--- src/rad_defines.svh ---
// register map, field positions, reset values and timing counts of the alias decoder
`ifndef RAD_DEFINES_SVH
`define RAD_DEFINES_SVH

`define RAD_ENTRIES         6
`define RAD_ALIAS_BASE      8'h41
`define RAD_ALIAS_LAST      8'h46
`define RAD_PHYS_BASE       8'h39
`define RAD_PHYS_LAST       8'h3e
`define RAD_ALIAS_OFS_0     8'h41
`define RAD_ALIAS_OFS_1     8'h42
`define RAD_ALIAS_OFS_2     8'h43
`define RAD_ALIAS_OFS_3     8'h44
`define RAD_ALIAS_OFS_4     8'h45
`define RAD_ALIAS_OFS_5     8'h46
`define RAD_PHYS_OFS_0      8'h39
`define RAD_PHYS_OFS_1      8'h3a
`define RAD_PHYS_OFS_2      8'h3b
`define RAD_PHYS_OFS_3      8'h3c
`define RAD_PHYS_OFS_4      8'h3d
`define RAD_PHYS_OFS_5      8'h3e
`define RAD_ADDR_MSB        7
`define RAD_ADDR_LSB        1
`define RAD_FACK_BIT        0
`define RAD_ALIAS_RST       8'h00
`define RAD_PHYS_RST        8'h00
`define RAD_NO_ALIAS        7'h00
`define RAD_RDATA_IDLE      8'h00

`define RAD_CLK_KHZ         10000
`define RAD_RSP_TIMEOUT_US  100
`define RAD_RSP_TIMEOUT_CYC ((`RAD_RSP_TIMEOUT_US * `RAD_CLK_KHZ) / 1000)
`define RAD_TMR_W           10

`endif

--- src/rad_pkg.sv ---
// types shared by the alias decoder files
package rad_pkg;
`include "rad_defines.svh"

    typedef enum logic [0:0] {
        RAD_IDLE,
        RAD_WAIT
    } rad_fsm_t;

    typedef struct packed {
        logic [`RAD_ENTRIES-1:0][7:0] alias_ent;
        logic [`RAD_ENTRIES-1:0][7:0] phys_ent;
        rad_fsm_t                     fsm;
        logic [`RAD_TMR_W-1:0]        tmr;
        logic                         fack_pend;
        logic                         busy;
        logic [7:0]                   rdata;
        logic                         fwd_valid;
        logic [6:0]                   fwd_addr;
        logic                         fwd_rnw;
        logic                         ack_valid;
        logic                         ack;
        logic                         miss;
    } rad_state_t;

endpackage

--- src/rad_alias_decoder.sv ---
// remote target alias decoder: alias and physical address registers, match and remap
//
// Chosen here: the strobed register port.
`include "rad_defines.svh"

module rad_alias_decoder (
    input  wire logic       sys_clk,
    input  wire logic       arst_n,
    input  wire logic [7:0] reg_addr,
    input  wire logic [7:0] reg_wdata,
    input  wire logic       reg_wr,
    input  wire logic       reg_rd,
    output logic [7:0]      reg_rdata,
    input  wire logic       txn_valid,
    input  wire logic [6:0] txn_addr,
    input  wire logic       txn_rnw,
    input  wire logic       fwd_lock,
    output logic            fwd_valid,
    output logic [6:0]      fwd_addr,
    output logic            fwd_rnw,
    input  wire logic       rsp_valid,
    input  wire logic       rsp_ack,
    output logic            ack_valid,
    output logic            ack,
    output logic            miss,
    output logic            busy
);

    ////////////////////////////////////////////////////////////////////////////////
    // state

    rad_pkg::rad_state_t s_q;
    rad_pkg::rad_state_t s_d;

    logic [`RAD_ENTRIES-1:0]      ent_hit;
    logic [`RAD_ENTRIES-1:0]      ent_fack;
    logic [`RAD_ENTRIES-1:0][6:0] ent_phys;
    logic                         any_hit;
    logic                         sel_fack;
    logic [6:0]                   sel_phys;
    logic                         in_alias;
    logic                         in_phys;
    logic [2:0]                   alias_idx;
    logic [2:0]                   phys_idx;

    ////////////////////////////////////////////////////////////////////////////////
    // per-entry compare

    for (genvar g = 0; g < `RAD_ENTRIES; g++) begin : g_ent
        rad_alias_entry u_ent (
            .alias_reg (s_q.alias_ent[g]),
            .phys_reg  (s_q.phys_ent[g]),
            .txn_addr  (txn_addr),
            .hit       (ent_hit[g]),
            .force_ack (ent_fack[g]),
            .phys_addr (ent_phys[g])
        );
    end

    // two entries with the same alias: the lowest index wins
    always_comb begin
        any_hit  = 1'b0;
        sel_fack = 1'b0;
        sel_phys = 7'h00;
        for (int i = `RAD_ENTRIES - 1; i >= 0; i--) begin
            if (ent_hit[i]) begin
                any_hit  = 1'b1;
                sel_fack = ent_fack[i];
                sel_phys = ent_phys[i];
            end
        end
    end

    ////////////////////////////////////////////////////////////////////////////////
    // address decode

    // one item per register: no subtraction, so an unmapped address never aliases an index
    always_comb begin
        in_alias  = 1'b0;
        in_phys   = 1'b0;
        alias_idx = 3'h0;
        phys_idx  = 3'h0;
        case (reg_addr)
            `RAD_ALIAS_OFS_0: begin
                in_alias  = 1'b1;
                alias_idx = 3'h0;
            end
            `RAD_ALIAS_OFS_1: begin
                in_alias  = 1'b1;
                alias_idx = 3'h1;
            end
            `RAD_ALIAS_OFS_2: begin
                in_alias  = 1'b1;
                alias_idx = 3'h2;
            end
            `RAD_ALIAS_OFS_3: begin
                in_alias  = 1'b1;
                alias_idx = 3'h3;
            end
            `RAD_ALIAS_OFS_4: begin
                in_alias  = 1'b1;
                alias_idx = 3'h4;
            end
            `RAD_ALIAS_OFS_5: begin
                in_alias  = 1'b1;
                alias_idx = 3'h5;
            end
            `RAD_PHYS_OFS_0: begin
                in_phys  = 1'b1;
                phys_idx = 3'h0;
            end
            `RAD_PHYS_OFS_1: begin
                in_phys  = 1'b1;
                phys_idx = 3'h1;
            end
            `RAD_PHYS_OFS_2: begin
                in_phys  = 1'b1;
                phys_idx = 3'h2;
            end
            `RAD_PHYS_OFS_3: begin
                in_phys  = 1'b1;
                phys_idx = 3'h3;
            end
            `RAD_PHYS_OFS_4: begin
                in_phys  = 1'b1;
                phys_idx = 3'h4;
            end
            `RAD_PHYS_OFS_5: begin
                in_phys  = 1'b1;
                phys_idx = 3'h5;
            end
            default: begin
                in_alias = 1'b0;
                in_phys  = 1'b0;
            end
        endcase
    end

    ////////////////////////////////////////////////////////////////////////////////
    // next state

    always_comb begin
        s_d           = s_q;
        s_d.rdata     = `RAD_RDATA_IDLE;
        s_d.fwd_valid = 1'b0;
        s_d.ack_valid = 1'b0;

        if (reg_wr) begin
            if (in_alias) begin
                s_d.alias_ent[alias_idx] = reg_wdata;
            end else if (in_phys) begin
                // bit 0 is reserved and kept at zero
                s_d.phys_ent[phys_idx] = {reg_wdata[7:1], 1'b0};
            end
        end

        // unmapped reads answer zero
        if (reg_rd) begin
            if (in_alias) begin
                s_d.rdata = s_q.alias_ent[alias_idx];
            end else if (in_phys) begin
                s_d.rdata = s_q.phys_ent[phys_idx];
            end
        end

        case (s_q.fsm)
            rad_pkg::RAD_IDLE: begin
                if (txn_valid) begin
                    if (!any_hit) begin
                        s_d.ack_valid = 1'b1;
                        s_d.ack       = 1'b0;
                        s_d.miss      = 1'b1;
                    end else if (sel_fack && !txn_rnw) begin
                        // forced ack answers at once; lock and remote answer do not matter
                        s_d.ack_valid = 1'b1;
                        s_d.ack       = 1'b1;
                        s_d.miss      = 1'b0;
                        if (fwd_lock) begin
                            s_d.fwd_valid = 1'b1;
                            s_d.fwd_addr  = sel_phys;
                            s_d.fwd_rnw   = txn_rnw;
                            s_d.fack_pend = 1'b1;
                            s_d.tmr       = '0;
                            s_d.busy      = 1'b1;
                            s_d.fsm       = rad_pkg::RAD_WAIT;
                        end
                    end else if (!fwd_lock) begin
                        // no forward link: nothing can answer, so refuse now
                        s_d.ack_valid = 1'b1;
                        s_d.ack       = 1'b0;
                        s_d.miss      = 1'b0;
                    end else begin
                        s_d.fwd_valid = 1'b1;
                        s_d.fwd_addr  = sel_phys;
                        s_d.fwd_rnw   = txn_rnw;
                        s_d.fack_pend = 1'b0;
                        s_d.miss      = 1'b0;
                        s_d.tmr       = '0;
                        s_d.busy      = 1'b1;
                        s_d.fsm       = rad_pkg::RAD_WAIT;
                    end
                end
            end
            rad_pkg::RAD_WAIT: begin
                s_d.tmr = s_q.tmr + `RAD_TMR_W'(1);
                if (rsp_valid) begin
                    s_d.fsm  = rad_pkg::RAD_IDLE;
                    s_d.busy = 1'b0;
                    // forced-ack answer was already given; the remote one is dropped
                    if (!s_q.fack_pend) begin
                        s_d.ack_valid = 1'b1;
                        s_d.ack       = rsp_ack;
                    end
                end else if (s_q.tmr == `RAD_TMR_W'(`RAD_RSP_TIMEOUT_CYC - 1)) begin
                    // a lost reply would otherwise hang the controller forever
                    s_d.fsm  = rad_pkg::RAD_IDLE;
                    s_d.busy = 1'b0;
                    if (!s_q.fack_pend) begin
                        s_d.ack_valid = 1'b1;
                        s_d.ack       = 1'b0;
                    end
                end
            end
            default: begin
                s_d.fsm  = rad_pkg::RAD_IDLE;
                s_d.busy = 1'b0;
            end
        endcase
    end

    ////////////////////////////////////////////////////////////////////////////////
    // registers

    always_ff @(posedge sys_clk or negedge arst_n) begin
        if (!arst_n) begin
            s_q           <= '0;
            s_q.alias_ent <= {`RAD_ENTRIES{`RAD_ALIAS_RST}};
            s_q.phys_ent  <= {`RAD_ENTRIES{`RAD_PHYS_RST}};
            s_q.fsm       <= rad_pkg::RAD_IDLE;
            s_q.rdata     <= `RAD_RDATA_IDLE;
        end else begin
            s_q <= s_d;
        end
    end

    assign reg_rdata = s_q.rdata;
    assign fwd_valid = s_q.fwd_valid;
    assign fwd_addr  = s_q.fwd_addr;
    assign fwd_rnw   = s_q.fwd_rnw;
    assign ack_valid = s_q.ack_valid;
    assign ack       = s_q.ack;
    assign miss      = s_q.miss;
    assign busy      = s_q.busy;

endmodule

--- src/rad_alias_entry.sv ---
// one alias entry: compare, disable on zero alias, remap and forced-ack bit
`include "rad_defines.svh"

module rad_alias_entry (
    input  wire logic [7:0] alias_reg,
    input  wire logic [7:0] phys_reg,
    input  wire logic [6:0] txn_addr,
    output logic            hit,
    output logic            force_ack,
    output logic [6:0]      phys_addr
);

    logic [6:0] alias_addr_field;

    assign alias_addr_field = alias_reg[`RAD_ADDR_MSB:`RAD_ADDR_LSB];
    // zero alias never matches, so a cleared entry is simply off
    assign hit       = (alias_addr_field != `RAD_NO_ALIAS) && (alias_addr_field == txn_addr);
    assign force_ack = alias_reg[`RAD_FACK_BIT];
    assign phys_addr = phys_reg[`RAD_ADDR_MSB:`RAD_ADDR_LSB];

endmodule

--- config.mk ---
export PLATFORM = sky130hd
export DESIGN_NAME = rad_alias_decoder
export DESIGN_NICKNAME = d
export VERILOG_FILES = /design/src/rad_pkg.sv /design/src/rad_alias_decoder.sv /design/src/rad_alias_entry.sv
export VERILOG_INCLUDE_DIRS = /design/src /design/src/src
export SDC_FILE = /design/constraint.sdc
export NUM_CORES = 1
export LEC_CHECK = 0
export ABC_CLOCK_PERIOD_IN_PS = 6440
export BUFFER_PORTS_ARGS = -buffer_cell sky130_fd_sc_hd__buf_2
export CAP_MARGIN = 10
export CORE_MARGIN = 2
export CORE_UTILIZATION = 57
export CTS_CLUSTER_SIZE = 10
export DETAILED_ROUTE_END_ITERATION = 10
export PLACE_DENSITY = 0.76
export SYNTH_ARGS = -nofsm -noshare
export SYNTH_HDL_FRONTEND = slang
export SYNTH_SLANG_ARGS = --single-unit
--- constraint.sdc ---
create_clock -name sys_clk -period 6.44 [get_ports sys_clk]
set_input_delay 0.644 -clock sys_clk [delete_from_list [all_inputs] [get_ports sys_clk]]
set_output_delay 0.644 -clock sys_clk [all_outputs]
set_load 0.03 [all_outputs]
==> flow_summary_export.csv <==
group,metric,value,unit
yosys,synth_top_flop_cell,"dfrtp_1",
power,leakagePower,3.467,nW
worst_setup_path,r2r_cells,7,
power,fin_total_pwr,2.049,mW
floorplan,core_region_area,11560,µm²
floorplan,die_x,113.5,µm
placed_design,port_buffers,52,
placed_design,hpwl,13.41,mm
sta,final-hold-violation-count,0,
detailed_routing,route.detailed.drc,0,
hold_path,hold_class,"input pin to async pin",
yosys,ys_seq_area_share,45.02,%
worst_setup_path,crit_type,"flip-flop to flip-flop",
detailed_routing,dr.pass1.iters,5,
final_layout,nets,703,
worst_setup_path,reg2reg_to,"fwd_rnw",
clock_network,insertion_delay,410,ps
clock_network,cts_tree,"done",
placed_design,gp_congestion,1.053,
power,power_density,268.2,nW/µm²
worst_setup_path,r2r_setup_slack,3000,ps
yosys,synth_edf_count,0,
yosys,yosys.area.top_type,"dfrtp_1",
detailed_routing,ant_nets,0,
clock_network,cts.clk_slew.worst_paths,50,ps
final_layout,antennaDiodeCount,0,
grt,grt_max_degree,65,
detailed_routing,drt_iter0_markers,580,
yosys,ys_async_sr_fraction,100.0,%
job,maxCapViolations,0,
floorplan,dieArea,12890,µm²
worst_setup_path,cp-start-kind,"flip-flop",
sta,setup_viol,0,
worst_setup_path,slowest_stage,"o211ai_2",
yosys,ys_ff_latch,123,
sta,maxSlewHeadroom,25.48,%
detailed_routing,routedWlPerCell,23.20,µm
detailed_routing,viasPerCell,6.642,
worst_setup_path,path_delay_family,"simple AND/OR/NAND/NOR gates",
sta,rsz0062_at_grt,"false",
yosys,ys_top_cells_by_count,"dfrtp_1 (123), mux2_2 (90), nand2_1 (48)",
yosys,syn_inst,651,
clock_network,cts.sinks,123,
grt,grt-ovfl-total,0,
worst_setup_path,critPathBufInv,1,
status,status,"finished, final reports clean",
clock_network,h-tree-depth,4,
yosys,synth_area_per_cell,10.50,µm²
sta,finalSetupTns,0,ps
clock_network,post_cts_buffers,0,
grt,antenna_found_initial,0,
yosys,synth_top_area_share,45.02,%
yosys,syn_area,6837,µm²
yosys,yosysUniqueCellTypes,59,
floorplan,initial_core_util,59.12,%
sta,finalClockSkew,7.388,ps
final_layout,drive_above_1_share,28.59,%
worst_setup_path,cp_cell_sequence,"or4_1 -> nor4_1 -> nor3_1 -> buf_4 -> or4_4 -> o211ai_2 -> mux2_2",
detailed_routing,wl,19.14,mm
clock_network,cts-buffers-inserted,17,
yosys,synth.most_common_cell,"dfrtp_1",
sta,timing.hold.ws,301.6,ps
final_layout,fin_util,66.06,%
final_layout,fill_cells,896,
clock_network,holdBufCountCts,0,
sta,period_minus_slack,3437,ps
detailed_routing,vias,5480,
sta,tightest_slew,1109,ps
sta,fmax,291.0,MHz
grt,grt_pass1_wl,30.79,mm
worst_setup_path,slowest_delay,820,ps
floorplan,die_y,113.5,µm
worst_setup_path,arrival,3730,ps
clock_network,cts_root_buffer,"clkbuf_16",
yosys,syn-num-nets,684,
worst_setup_path,worstPathMaxFanout,24,
yosys,synth_area_leaders,"dfrtp_1 (45%), mux2_2 (15%), xnor2_1 (4.7%)",
sta,period_share,53.36,%
worst_setup_path,reg2reg_from,"s_q[101]",
final_layout,syn2layout_area_growth,11.75,%
worst_setup_path,required,6730,ps
clock_network,cts_resized,0,
clock_network,clk_path_buf_depth,2,
power,irDropWorstVdd,0.3004,mV
floorplan,num_rows,39,
worst_setup_path,crit_path_end_kind,"flip-flop",
yosys,yosysWarnings,0,
sta,slew_violations,0,
grt,grt_use_total,31.75,%
grt,grt_pass1_vias,5520,
floorplan,ios,53,
layout by cell type, fill, tap and decap left out, types with 10 or more instances in the layout:
cell type and instances:
o22ai_1 23, nand2_1 48, nor2_1 24, clkbuf_16 17
mux2i_1 10, mux2_2 90, o31ai_1 12, nand3_1 22
o21ai_0 18, xnor2_1 37, inv_1 15, a21oi_1 37
nand4_1 14, buf_2 51, dfrtp_1 123
flip-flops by register name, indices dropped and copies added, names as in the netlist:
register   flops
s_q          102
reg_rdata      8
fwd_addr       7
ack            1
ack_valid      1
busy           1
fwd_rnw        1
fwd_valid      1
miss           1
worst max path at each step:
stage | startpoint | end | slack (ps) | cells past startpoint
after global routing | s_q[126] | fwd_rnw | 2780 | 6
after global placement | s_q[126] | fwd_rnw | 3180 | 6
after CTS | s_q[101] | fwd_rnw | 3030 | 7
after detailed placement | txn_addr[6] | fwd_rnw | 3050 | 7
after floorplan | txn_addr[6] | s_q[29] | 3660 | 7
final | s_q[101] | fwd_rnw | 3000 | 7
kinds of logic (layout without fill, tap and decap cells):
logic type / count (synthesis) / after routing / synth area share, %
compound gates: 155 / 155 / 15.94
xor+xnor: 41 / 41 / 5.252
fa+ha+maj: 1 / 1 / 0.1830
buf+inv: 72 / 103 / 5.069
flops: 123 / 123 / 45.02
mux: 100 / 100 / 16.29
simple gates: 159 / 159 / 12.24
stage by stage:
step / std cells / setup WS [ps] / instance area [µm²]
3_3_place_gp: 793 / 3184 / 7014
3_5_place_dp: 793 / 3052 / 7014
2_1_floorplan: 651 / 3660 / 6837
4_1_cts: 824 / 3034 / 7632
6_report: 825 / 3003 / 7640
5_1_grt: 825 / 2781 / 7640
where the power goes:
| part | internal (mW) | switching, mW | leakage (nW) |
|---|---|---|---|
| registers | 0.811 | 0.0422 | 1.68 |
| logic | 0.0760 | 0.118 | 1.48 |
| clock network | 0.673 | 0.328 | 0.307 |
| total | 1.56 | 0.489 | 3.47 |
final cells by class:
class	instances	area (µm²)	share of cell area [%]
clock buffers	23	478.0	6.256
clock inverters	8	140.1	1.834
inverters	16	60.06	0.7861
multi-input cells	456	3412	44.66
flip-flops and latches	123	3078	40.29
well taps	143	178.9	2.342
repair buffers	56	292.8	3.832
metal layers:
layer  global-route usage, %  part of all wire, %  up-vias
li1                        -                    -     2434
met1                   41.19                   40     2701
met2                   51.34                   50      284
met3                   8.502                  7.3       61
met4                   12.28                  3.7        0
met5                       0                    0        -
Power figures use the tool's default switching activity.
